File: src/hw/asio_defs.svh
// constants for the per-axis signal conditioning block
//
// Summary of operation
// - quadrature mode: count up when A leads B, down when B leads A
// - single-edge multiplier: count only rising edges of phase A
// - double-edge multiplier: count rising and falling edges of phase A
// - quadruple multiplier: count every edge of phase A and phase B
// - up/down mode: rising edge on A counts up, on B counts down
// - step output as CW/COUNTERCLOCKWISE_PULSE_TRAIN or pulse/dir, edge and direction polarity selectable
// - per-axis driver enable output under software control
// - forward and reverse limits each have their own active level
// - near-origin input active low at level 0, high at level 1
// - origin input active low or high per axis level setting
// - index input active low or high per axis level setting
// - immediate limit mode: pulses stop at once on any active limit
// - decelerating limit mode: speed ramps down to standstill on any limit
// - in-position input ignored unless enabled, with its own active level
// - servo fault input ignored unless enabled, with its own active level
`ifndef ASIO_DEFS_SVH
`define ASIO_DEFS_SVH

// ----------------------------------------
// sizes
// ----------------------------------------
`define ASIO_MAX_AXES 8
`define ASIO_NUM_AXES 4
`define ASIO_NUM_IN 9
`define ASIO_CFG_W 16

// ----------------------------------------
// register word indices within an axis, interrupt register byte offsets
// ----------------------------------------
`define ASIO_OFF_CFG 2'h0
`define ASIO_OFF_MOTION 2'h1
`define ASIO_OFF_POS 2'h2
`define ASIO_OFF_STAT 2'h3
`define ASIO_OFF_IRQ_ST 8'h80
`define ASIO_OFF_IRQ_MASK 8'h84

// ----------------------------------------
// config fields
// ----------------------------------------
`define ASIO_CFG_PDIR 0
`define ASIO_CFG_FALL 1
`define ASIO_CFG_DIRINV 2
`define ASIO_CFG_ENC_LO 3
`define ASIO_CFG_ENC_HI 4
`define ASIO_CFG_FWD_LVL 5
`define ASIO_CFG_REV_LVL 6
`define ASIO_CFG_NEAR_LVL 7
`define ASIO_CFG_ORG_LVL 8
`define ASIO_CFG_IDX_LVL 9
`define ASIO_CFG_INP_EN 10
`define ASIO_CFG_INP_LVL 11
`define ASIO_CFG_FLT_EN 12
`define ASIO_CFG_FLT_LVL 13
`define ASIO_CFG_HALT_DECEL 14
`define ASIO_CFG_DRV_EN 15
`define ASIO_CFG_RST 16'h0000

// ----------------------------------------
// motion fields and ramp
// ----------------------------------------
`define ASIO_MOT_RUN 16
`define ASIO_MOT_DIR 17
`define ASIO_PERIOD_RST 16'h0064
`define ASIO_DECEL_INC 16'h0040
`define ASIO_STOP_PERIOD 16'hf000

// ----------------------------------------
// input vector positions
// ----------------------------------------
`define ASIO_IN_A 0
`define ASIO_IN_B 1
`define ASIO_IN_FWD 2
`define ASIO_IN_REV 3
`define ASIO_IN_NEAR 4
`define ASIO_IN_ORG 5
`define ASIO_IN_IDX 6
`define ASIO_IN_INP 7
`define ASIO_IN_FLT 8

`endif

File: src/hw/asio_pkg.sv
// types of the per-axis signal conditioning block
`include "asio_defs.svh"
package asio_pkg;

  typedef enum logic [1:0] {ENC_X1, ENC_X2, ENC_X4, ENC_UPDN} asio_enc_t;

  typedef enum logic [1:0] {MOT_IDLE, MOT_RUN, MOT_DECEL} asio_mot_t;

  typedef struct packed {
    logic [`ASIO_CFG_W-1:0] cfg;
    logic [15:0] period;
    logic dir;
    asio_mot_t mot;
    logic [15:0] timer;
    logic phase;
    logic [31:0] pos;
    logic [`ASIO_NUM_IN-1:0] s1;
    logic [`ASIO_NUM_IN-1:0] s2;
    logic [`ASIO_NUM_IN-1:0] s3;
    logic [`ASIO_NUM_IN-1:0] filt;
    logic outA;
    logic outB;
    logic drvEn;
  } asio_axis_t;

  typedef struct packed {
    asio_axis_t [`ASIO_MAX_AXES-1:0] ax;
    logic [2*`ASIO_MAX_AXES-1:0] irqSt;
    logic [2*`ASIO_MAX_AXES-1:0] irqMask;
    logic [31:0] rdata;
  } asio_state_t;

endpackage

File: src/hw/asio_top.sv
// per-axis pulse output, encoder counter and sensor conditioning
`timescale 1ns/1ns
`include "asio_defs.svh"
module asio_top
  import asio_pkg::*;
#(
  parameter int NUM_AXES = `ASIO_NUM_AXES
) (
  // clock and reset
  input wire logic core_clk,
  input wire logic rst,
  // register port
  input wire logic [7:0] addr,
  input wire logic [31:0] wdata,
  input wire logic wr,
  input wire logic rd,
  output logic [31:0] rdata,
  // encoder and sensor pins, one bit per axis
  input wire logic [NUM_AXES-1:0] encA,
  input wire logic [NUM_AXES-1:0] encB,
  input wire logic [NUM_AXES-1:0] fwdLimit,
  input wire logic [NUM_AXES-1:0] revLimit,
  input wire logic [NUM_AXES-1:0] nearOrigin,
  input wire logic [NUM_AXES-1:0] origin,
  input wire logic [NUM_AXES-1:0] encIndex,
  input wire logic [NUM_AXES-1:0] inPosition,
  input wire logic [NUM_AXES-1:0] servoFault,
  // drive pins, one bit per axis
  output logic [NUM_AXES-1:0] pulseA,
  output logic [NUM_AXES-1:0] pulseB,
  output logic [NUM_AXES-1:0] drvEnable,
  // interrupt
  output logic irq
);

  // ----------------------------------------
  // elaboration check
  // ----------------------------------------
  if (NUM_AXES < 1 || NUM_AXES > `ASIO_MAX_AXES) begin : g_bad
    $error("NUM_AXES out of range");
  end

  asio_state_t s_r;
  asio_state_t s_nxt;
  logic [`ASIO_MAX_AXES-1:0][`ASIO_NUM_IN-1:0] rawIn;
  logic [`ASIO_MAX_AXES-1:0][10:0] stat;
  logic [2*`ASIO_MAX_AXES-1:0] irqEv;
  logic [2*`ASIO_MAX_AXES-1:0] irqClr;

  // polarity: level 1 means active high
  function automatic logic asserted(input logic lvl, input logic pin);
    asserted = lvl ? pin : ~pin;
  endfunction

  // ----------------------------------------
  // pin gathering
  // ----------------------------------------
  for (genvar g = 0; g < `ASIO_MAX_AXES; g++) begin : g_pin
    if (g < NUM_AXES) begin : g_used
      assign rawIn[g] = {servoFault[g], inPosition[g], encIndex[g], origin[g], nearOrigin[g],
                         revLimit[g], fwdLimit[g], encB[g], encA[g]};
      assign pulseA[g] = s_r.ax[g].outA;
      assign pulseB[g] = s_r.ax[g].outB;
      assign drvEnable[g] = s_r.ax[g].drvEn;
    end else begin : g_unused
      assign rawIn[g] = '0;
    end
  end

  assign rdata = s_r.rdata;
  assign irq = |(s_r.irqSt & s_r.irqMask);

  // ----------------------------------------
  // next state
  // ----------------------------------------
  always_comb begin
    logic [`ASIO_CFG_W-1:0] c;
    logic [`ASIO_NUM_IN-1:0] f;
    logic [`ASIO_NUM_IN-1:0] fp;
    logic [`ASIO_NUM_IN-1:0] agree;
    logic aR, aF, bR, bF, up, dn, lim, flt, tick, pl, idle, effDir, hit;
    c = '0;
    f = '0;
    fp = '0;
    agree = '0;
    aR = 1'b0;
    aF = 1'b0;
    bR = 1'b0;
    bF = 1'b0;
    up = 1'b0;
    dn = 1'b0;
    lim = 1'b0;
    flt = 1'b0;
    tick = 1'b0;
    pl = 1'b0;
    idle = 1'b0;
    effDir = 1'b0;
    hit = 1'b0;
    s_nxt = s_r;
    s_nxt.rdata = '0;
    irqEv = '0;
    stat = '0;
    irqClr = (wr && addr == `ASIO_OFF_IRQ_ST) ? wdata[2*`ASIO_MAX_AXES-1:0] : '0;

    for (int i = 0; i < NUM_AXES; i++) begin
      c = s_r.ax[i].cfg;
      hit = ~addr[7] && (addr[6:4] == 3'(i));

      // three-stage sync, value taken once stages two and three agree
      s_nxt.ax[i].s1 = rawIn[i];
      s_nxt.ax[i].s2 = s_r.ax[i].s1;
      s_nxt.ax[i].s3 = s_r.ax[i].s2;
      agree = s_r.ax[i].s2 ~^ s_r.ax[i].s3;
      s_nxt.ax[i].filt = (agree & s_r.ax[i].s3) | (~agree & s_r.ax[i].filt);
      f = s_nxt.ax[i].filt;
      fp = s_r.ax[i].filt;

      // encoder edges
      aR = f[`ASIO_IN_A] & ~fp[`ASIO_IN_A];
      aF = ~f[`ASIO_IN_A] & fp[`ASIO_IN_A];
      bR = f[`ASIO_IN_B] & ~fp[`ASIO_IN_B];
      bF = ~f[`ASIO_IN_B] & fp[`ASIO_IN_B];
      case (asio_enc_t'(c[`ASIO_CFG_ENC_HI:`ASIO_CFG_ENC_LO]))
        ENC_X1: begin
          up = aR & ~f[`ASIO_IN_B];
          dn = aR & f[`ASIO_IN_B];
        end
        ENC_X2: begin
          up = (aR & ~f[`ASIO_IN_B]) | (aF & f[`ASIO_IN_B]);
          dn = (aR & f[`ASIO_IN_B]) | (aF & ~f[`ASIO_IN_B]);
        end
        ENC_X4: begin
          up = (aR & ~f[`ASIO_IN_B]) | (aF & f[`ASIO_IN_B])
             | (bR & f[`ASIO_IN_A]) | (bF & ~f[`ASIO_IN_A]);
          dn = (aR & f[`ASIO_IN_B]) | (aF & ~f[`ASIO_IN_B])
             | (bR & ~f[`ASIO_IN_A]) | (bF & f[`ASIO_IN_A]);
        end
        ENC_UPDN: begin
          up = aR;
          dn = bR;
        end
        default: begin
          up = 1'b0;
          dn = 1'b0;
        end
      endcase

      // a load from software does not swallow a count in the same cycle
      if (wr && hit && addr[3:2] == `ASIO_OFF_POS) begin
        s_nxt.ax[i].pos = wdata;
      end
      if (up && !dn) begin
        s_nxt.ax[i].pos = s_nxt.ax[i].pos + 32'h0000_0001;
      end else if (dn && !up) begin
        s_nxt.ax[i].pos = s_nxt.ax[i].pos - 32'h0000_0001;
      end

      // conditioned inputs, all active high from here on
      lim = asserted(c[`ASIO_CFG_FWD_LVL], fp[`ASIO_IN_FWD])
          | asserted(c[`ASIO_CFG_REV_LVL], fp[`ASIO_IN_REV]);
      flt = c[`ASIO_CFG_FLT_EN] & asserted(c[`ASIO_CFG_FLT_LVL], fp[`ASIO_IN_FLT]);
      stat[i] = {s_r.ax[i].mot == MOT_DECEL, s_r.ax[i].mot != MOT_IDLE, flt,
                 c[`ASIO_CFG_INP_EN] & asserted(c[`ASIO_CFG_INP_LVL], fp[`ASIO_IN_INP]),
                 asserted(c[`ASIO_CFG_IDX_LVL], fp[`ASIO_IN_IDX]),
                 asserted(c[`ASIO_CFG_ORG_LVL], fp[`ASIO_IN_ORG]),
                 asserted(c[`ASIO_CFG_NEAR_LVL], fp[`ASIO_IN_NEAR]),
                 asserted(c[`ASIO_CFG_REV_LVL], fp[`ASIO_IN_REV]),
                 asserted(c[`ASIO_CFG_FWD_LVL], fp[`ASIO_IN_FWD]),
                 fp[`ASIO_IN_B], fp[`ASIO_IN_A]};

      // step timer: half period of period cycles at least one
      tick = ({1'b0, s_r.ax[i].timer} + 17'h0_0001) >= {1'b0, s_r.ax[i].period};
      case (s_r.ax[i].mot)
        MOT_IDLE: begin
          s_nxt.ax[i].timer = '0;
          s_nxt.ax[i].phase = 1'b0;
        end
        MOT_RUN, MOT_DECEL: begin
          if (tick) begin
            s_nxt.ax[i].timer = '0;
            s_nxt.ax[i].phase = ~s_r.ax[i].phase;
            if (s_r.ax[i].phase && s_r.ax[i].mot == MOT_DECEL) begin
              // ramp by stretching the period after each whole pulse
              if (s_r.ax[i].period >= `ASIO_STOP_PERIOD - `ASIO_DECEL_INC) begin
                s_nxt.ax[i].mot = MOT_IDLE;
              end else begin
                s_nxt.ax[i].period = s_r.ax[i].period + `ASIO_DECEL_INC;
              end
            end
          end else begin
            s_nxt.ax[i].timer = s_r.ax[i].timer + 16'h0001;
          end
        end
        default: begin
          s_nxt.ax[i].mot = MOT_IDLE;
        end
      endcase

      // fault beats the limit handling and always stops at once
      if (s_r.ax[i].mot != MOT_IDLE) begin
        if (flt) begin
          s_nxt.ax[i].mot = MOT_IDLE;
          s_nxt.ax[i].phase = 1'b0;
          irqEv[2*i+1] = 1'b1;
        end else if (lim && s_r.ax[i].mot == MOT_RUN) begin
          irqEv[2*i] = 1'b1;
          if (c[`ASIO_CFG_HALT_DECEL]) begin
            s_nxt.ax[i].mot = MOT_DECEL;
          end else begin
            s_nxt.ax[i].mot = MOT_IDLE;
            s_nxt.ax[i].phase = 1'b0;
          end
        end
      end

      // software writes, per axis only
      if (wr && hit && addr[3:2] == `ASIO_OFF_CFG) begin
        s_nxt.ax[i].cfg = wdata[`ASIO_CFG_W-1:0];
      end
      if (wr && hit && addr[3:2] == `ASIO_OFF_MOTION) begin
        s_nxt.ax[i].period = wdata[15:0];
        s_nxt.ax[i].dir = wdata[`ASIO_MOT_DIR];
        s_nxt.ax[i].timer = '0;
        s_nxt.ax[i].phase = 1'b0;
        s_nxt.ax[i].mot = wdata[`ASIO_MOT_RUN] ? MOT_RUN : MOT_IDLE;
      end

      // pin formatting from current state; a cycle of lag, glitch free
      idle = c[`ASIO_CFG_FALL];
      pl = s_r.ax[i].phase ^ c[`ASIO_CFG_FALL];
      effDir = s_r.ax[i].dir ^ c[`ASIO_CFG_DIRINV];
      if (c[`ASIO_CFG_PDIR]) begin
        s_nxt.ax[i].outA = pl;
        s_nxt.ax[i].outB = effDir;
      end else begin
        s_nxt.ax[i].outA = effDir ? idle : pl;
        s_nxt.ax[i].outB = effDir ? pl : idle;
      end
      s_nxt.ax[i].drvEn = c[`ASIO_CFG_DRV_EN];
    end

    // sticky status: a new event wins over a clear in the same cycle
    s_nxt.irqSt = (s_r.irqSt & ~irqClr) | irqEv;
    if (wr && addr == `ASIO_OFF_IRQ_MASK) begin
      s_nxt.irqMask = wdata[2*`ASIO_MAX_AXES-1:0];
    end

    // read data, valid only in the cycle after the strobe
    if (rd) begin
      if (addr == `ASIO_OFF_IRQ_ST) begin
        s_nxt.rdata = 32'(s_r.irqSt);
      end else if (addr == `ASIO_OFF_IRQ_MASK) begin
        s_nxt.rdata = 32'(s_r.irqMask);
      end else if (!addr[7] && addr[1:0] == 2'h0 && 32'(addr[6:4]) < NUM_AXES) begin
        case (addr[3:2])
          `ASIO_OFF_CFG: s_nxt.rdata = 32'(s_r.ax[addr[6:4]].cfg);
          `ASIO_OFF_MOTION: s_nxt.rdata = {14'h0000, s_r.ax[addr[6:4]].dir,
                                           s_r.ax[addr[6:4]].mot != MOT_IDLE, s_r.ax[addr[6:4]].period};
          `ASIO_OFF_POS: s_nxt.rdata = s_r.ax[addr[6:4]].pos;
          `ASIO_OFF_STAT: s_nxt.rdata = 32'(stat[addr[6:4]]);
          default: s_nxt.rdata = '0;
        endcase
      end
    end
  end

  // ----------------------------------------
  // state register
  // ----------------------------------------
  always_ff @(posedge core_clk or posedge rst) begin
    if (rst) begin
      s_r <= '0;
      for (int i = 0; i < `ASIO_MAX_AXES; i++) begin
        s_r.ax[i].cfg <= `ASIO_CFG_RST;
        s_r.ax[i].period <= `ASIO_PERIOD_RST;
        s_r.ax[i].mot <= MOT_IDLE;
      end
    end else begin
      s_r <= s_nxt;
    end
  end

endmodule
File: config.mk
export PLATFORM = sky130hd
export DESIGN_NAME = asio_top
export DESIGN_NICKNAME = d
export VERILOG_FILES = /design/src/hw/asio_pkg.sv /design/src/hw/asio_top.sv
export VERILOG_INCLUDE_DIRS = /design/src /design/src/hw
export SDC_FILE = /design/constraint.sdc
export NUM_CORES = 2
export LEC_CHECK = 0
export ABC_AREA = 1
export CAP_MARGIN = 0
export CORE_MARGIN = 2
export CORE_UTILIZATION = 65
export CTS_CLUSTER_SIZE = 12
export DETAILED_ROUTE_END_ITERATION = 8
export DONT_BUFFER_PORTS = 1
export PLACE_DENSITY_LB_ADDON = 0.08
export SKIP_LAST_GASP = 1
export SYNTH_ARGS = -nofsm -noshare
export SYNTH_HDL_FRONTEND = slang
export SYNTH_SLANG_ARGS = --single-unit
File: constraint.sdc
create_clock -name core_clk -period 22.6 [get_ports core_clk]
set_clock_uncertainty 0.05 [all_clocks]
set_input_delay 0 -clock core_clk [delete_from_list [all_inputs] [get_ports core_clk]]
set_output_delay 0 -clock core_clk [all_outputs]
set_load 0.02 [all_outputs]
==> reports/summary.txt <==
cell with the biggest individual delay on the critical path: sky130_fd_sc_hd__nand3_2
Unique masters post-synth: 59
sinks on the clock net: 556
commonest register cell after synthesis: sky130_fd_sc_hd__dfrtp_1
num rows: 88
final number of max-transition violations: 0
proportion of total power due to net switching: 44.4%
boundary pin count: 125
sequential area share after synthesis: 37.0%
asr flop ratio synth: 100%
mean post-synth cell area: 6.77 um2
power share of the clock group: 26.9%
peak supply drop: 85.7 uV
first-pass detailed-route iteration total: 9
reg-to-reg startpoint: s_r[313]$_DFF_PP0_
max frequency: 168 MHz
power share of the combinational group: 39.0%
clock slew at reported path FFs: 70 ps
starting utilization of the core area: 65.6%
final antenna-violating net count: 0
CP Launch Point: addr[3]
weighted congestion at the end of routability-driven global placement: 1.06
failing checks: hold timing
Inserted Clock Buffers: 60
capturing element type of the critical path: flip-flop
number of input and output port buffers inserted: 0
buffer depth of the longest clock path: 3
wire length per cell after detailed routing: 23.0 um
post-cts resize count: 0
setup-violating endpoint count in the final report: 0
nets in the synthesized netlist: 5738
H-Tree Level Count: 2
final period demand of the worst path: 5960 ps
sum of net half-perimeters after detailed placement: 101000 um
gr ovfl total: 0
CTS tree: yes
library cell with the highest instance count after synthesis: sky130_fd_sc_hd__nand2_1
Top cell by count, worst path: sky130_fd_sc_hd__nand2_1
drt initial violations: 6581
crit-path max cell delay: 980 ps
final hold violation count: 15
per-cell via count in the routed design: 6.30
slew of the pin with the lowest slew margin: 1240 ps
hold_ws: -39.2 ps
number of antenna violations at the first check in global routing: 11
Mapped Area: 37700 um2
core footprint: 57500 um2
Int Power: 2.12 mW
list of most frequent post-synthesis cells: sky130_fd_sc_hd__nand2_1, sky130_fd_sc_hd__inv_1, sky130_fd_sc_hd__dfrtp_1, sky130_fd_sc_hd__nor2_1, sky130_fd_sc_hd__o21ai_0
Overall Power: 3.81 mW
unrepaired setup endpoints after global routing: false
Die H: 245 um
power per cell area: 93.1 nW/um2
number of cells produced by synthesis: 5562
number of non-filler instances in the completed layout: 6359
pin count of the biggest net entering global routing: 153
fraction of final layout cells with drive strength greater than 1: 4.18%
number of global-route vias before repair: 36.9k
Filler cells: 4843
placed standard-cell area: 37700 um2
top-area cell type share of the netlist area: 36.1%
net switching power: 1.69 mW
horizontal extent of the die: 245 um
final layout net count: 5712
total track usage: 48.2%
post-route DRC violation count: 0
Design Area, Final: 40900 um2
required time of the worst setup path: 23140 ps
Worst Hold Class: in2async
root buf cell: sky130_fd_sc_hd__clkbuf_16
signed area change from the synthesized netlist to the final layout: 8.60%
power share of the sequential group: 34.1%
Critical Path AT: 6500 ps
post-route setup TNS: 0 ps
Detailed Route WL: 146000 um
startpoint class of the critical path: input port
count of placed standard cells including taps: 6119
Synth warnings: 0
Max-slew headroom: 17.4%
global-route wire length before repair: 221000 um
Skew-Pair Late Insertion Delay: 670 ps
Yosys top cell by area: sky130_fd_sc_hd__dfrtp_1
portion of the clock cycle consumed by the worst path in the final layout: 26.4%
setup slack, reg-to-reg: 17260 ps
leading cell types by total area after synthesis: sky130_fd_sc_hd__dfrtp_1, sky130_fd_sc_hd__nand2_1, sky130_fd_sc_hd__inv_1
max-capacitance violation count: 0
routed via count: 40.0k
result of the run: complete, but fails checks
LEAKAGE: 20.3 nW
highest net fanout along the worst path: 76
die area: 59900 um2
number of flip-flops and latches in the synthesized netlist: 556
number of flops mapped to enable cells by yosys: 0
critical-path cell list: dlygate4sd3_1, inv_4, nor2_8, buf_4, buf_4, nand3_2, nand2_1, nand2_1, ha_1, inv_1, nor2_1, nand2_1, nor2_1, nand2_1, nor2_2, nand2_1, nand2_1, nand2_1, nand2_1, dlygate4sd3_1, nand2_1, dlygate4sd3_1
hold-fix buffer count after cts: 120
RR Endpoint: s_r[371]$_DFF_PP0_
post-CTS setup buffers: 0
depth of the worst register-to-register path: 16
worst setup path class: in2reg
crit path to: s_r[371]$_DFF_PP0_
[sequential cells by signal, indices dropped and copies added (netlist names), named ones only]
signal and cells:
s_r 408, drvEnable 4, rdata 32, pulseB 4, pulseA 4, s_nxt 76
[worst min-delay path by stage]
stage,startpoint,endpoint,cells past startpoint
floorplan,encA[1],s_nxt[208]$_DFF_PP0_,0
global placement,inPosition[3],s_nxt[461]$_DFF_PP0_,0
detailed placement,inPosition[3],s_nxt[461]$_DFF_PP0_,0
CTS,addr[0],rdata[13]$_DFF_PP0_,6
global route,wdata[4],s_r[544]$_DFFE_PP0P_,2
finish,rst,s_r[519]$_DFFE_PP0P_,2
[metal layers]
layer | vias up | GRT usage, % | share of wire [%]
li1 | 17872 | - | -
met1 | 18446 | 63.4 | 37
met2 | 3012 | 69.6 | 41
met3 | 688 | 16.1 | 15
met4 | 12 | 27.7 | 7.0
met5 | - | 0 | 0.053
[critical path, delay by kind of cell]
family        cells  cell delay (ps)
buf+inv           7             3580
simple gates     14             2550
fa+ha+maj         1              280
[power groups by stage]
stage	registers [mW]	clock network, mW	logic [mW]
floorplan	1.23	0	1.01
global placement	1.30	0	1.36
detailed placement	1.30	0	1.38
CTS	1.28	1.02	1.41
global route	1.30	1.06	1.62
finish	1.30	1.03	1.49
[cell type report]
class,instances,area [um2],share of cell area (%)
clock inverter,20,284,0.694
clock buffer,85,1700,4.14
tap,765,957,2.34
antenna,15,37.5,0.0917
inverter,669,2520,6.17
sequential,556,13900,34.0
timing repair buffer,159,1510,3.68
multi-input combinational,4090,20000,48.8
[layout by cell type (no fill, tap or decap), drive strengths merged, types with 8 or more instances in the layout]
| cell | instances |
|---|---|
| nand3 | 332 |
| buf | 39 |
| nand4 | 249 |
| a221oi | 17 |
| o21ai | 377 |
| xor2 | 159 |
| a22oi | 15 |
| ha | 96 |
| a31oi | 17 |
| a21oi | 99 |
| nor3 | 69 |
| nand3b | 11 |
| dfstp | 12 |
| o211ai | 20 |
| o22ai | 65 |
| diode | 15 |
| nand2 | 1931 |
| or2 | 9 |
| clkinv | 20 |
| maj3 | 28 |
| xnor2 | 16 |
| inv | 661 |
| dlygate4sd3 | 120 |
| nor4 | 8 |
| dfrtp | 544 |
| nor2 | 504 |
| o2111ai | 11 |
| clkbuf | 85 |
[kinds of logic (layout without fill, tap and decap cells)]
| group | count (synthesis) | count (layout) | share of synthesized area, % |
|---|---|---|---|
| AND/OR/NAND/NOR | 3126 | 3126 | 35.0 |
| buffers and inverters | 916 | 933 | 10.0 |
| AO/OA/AOI/OAI | 665 | 665 | 10.0 |
| flip-flops | 556 | 556 | 37.0 |
| XOR/XNOR | 175 | 175 | 4.07 |
| adder cells (fa/ha/maj) | 124 | 124 | 3.93 |
| other | 0 | 15 | 0 |
[metrics by stage]
step,utilization (%),setup WS (ps)
6_report,71.2,16640
3_3_place_gp,65.6,18090
3_5_place_dp,65.6,18000
2_1_floorplan,-,7020
5_1_grt,71.2,16320
4_1_cts,71.1,16930
(Power assumes the default switching activity.)
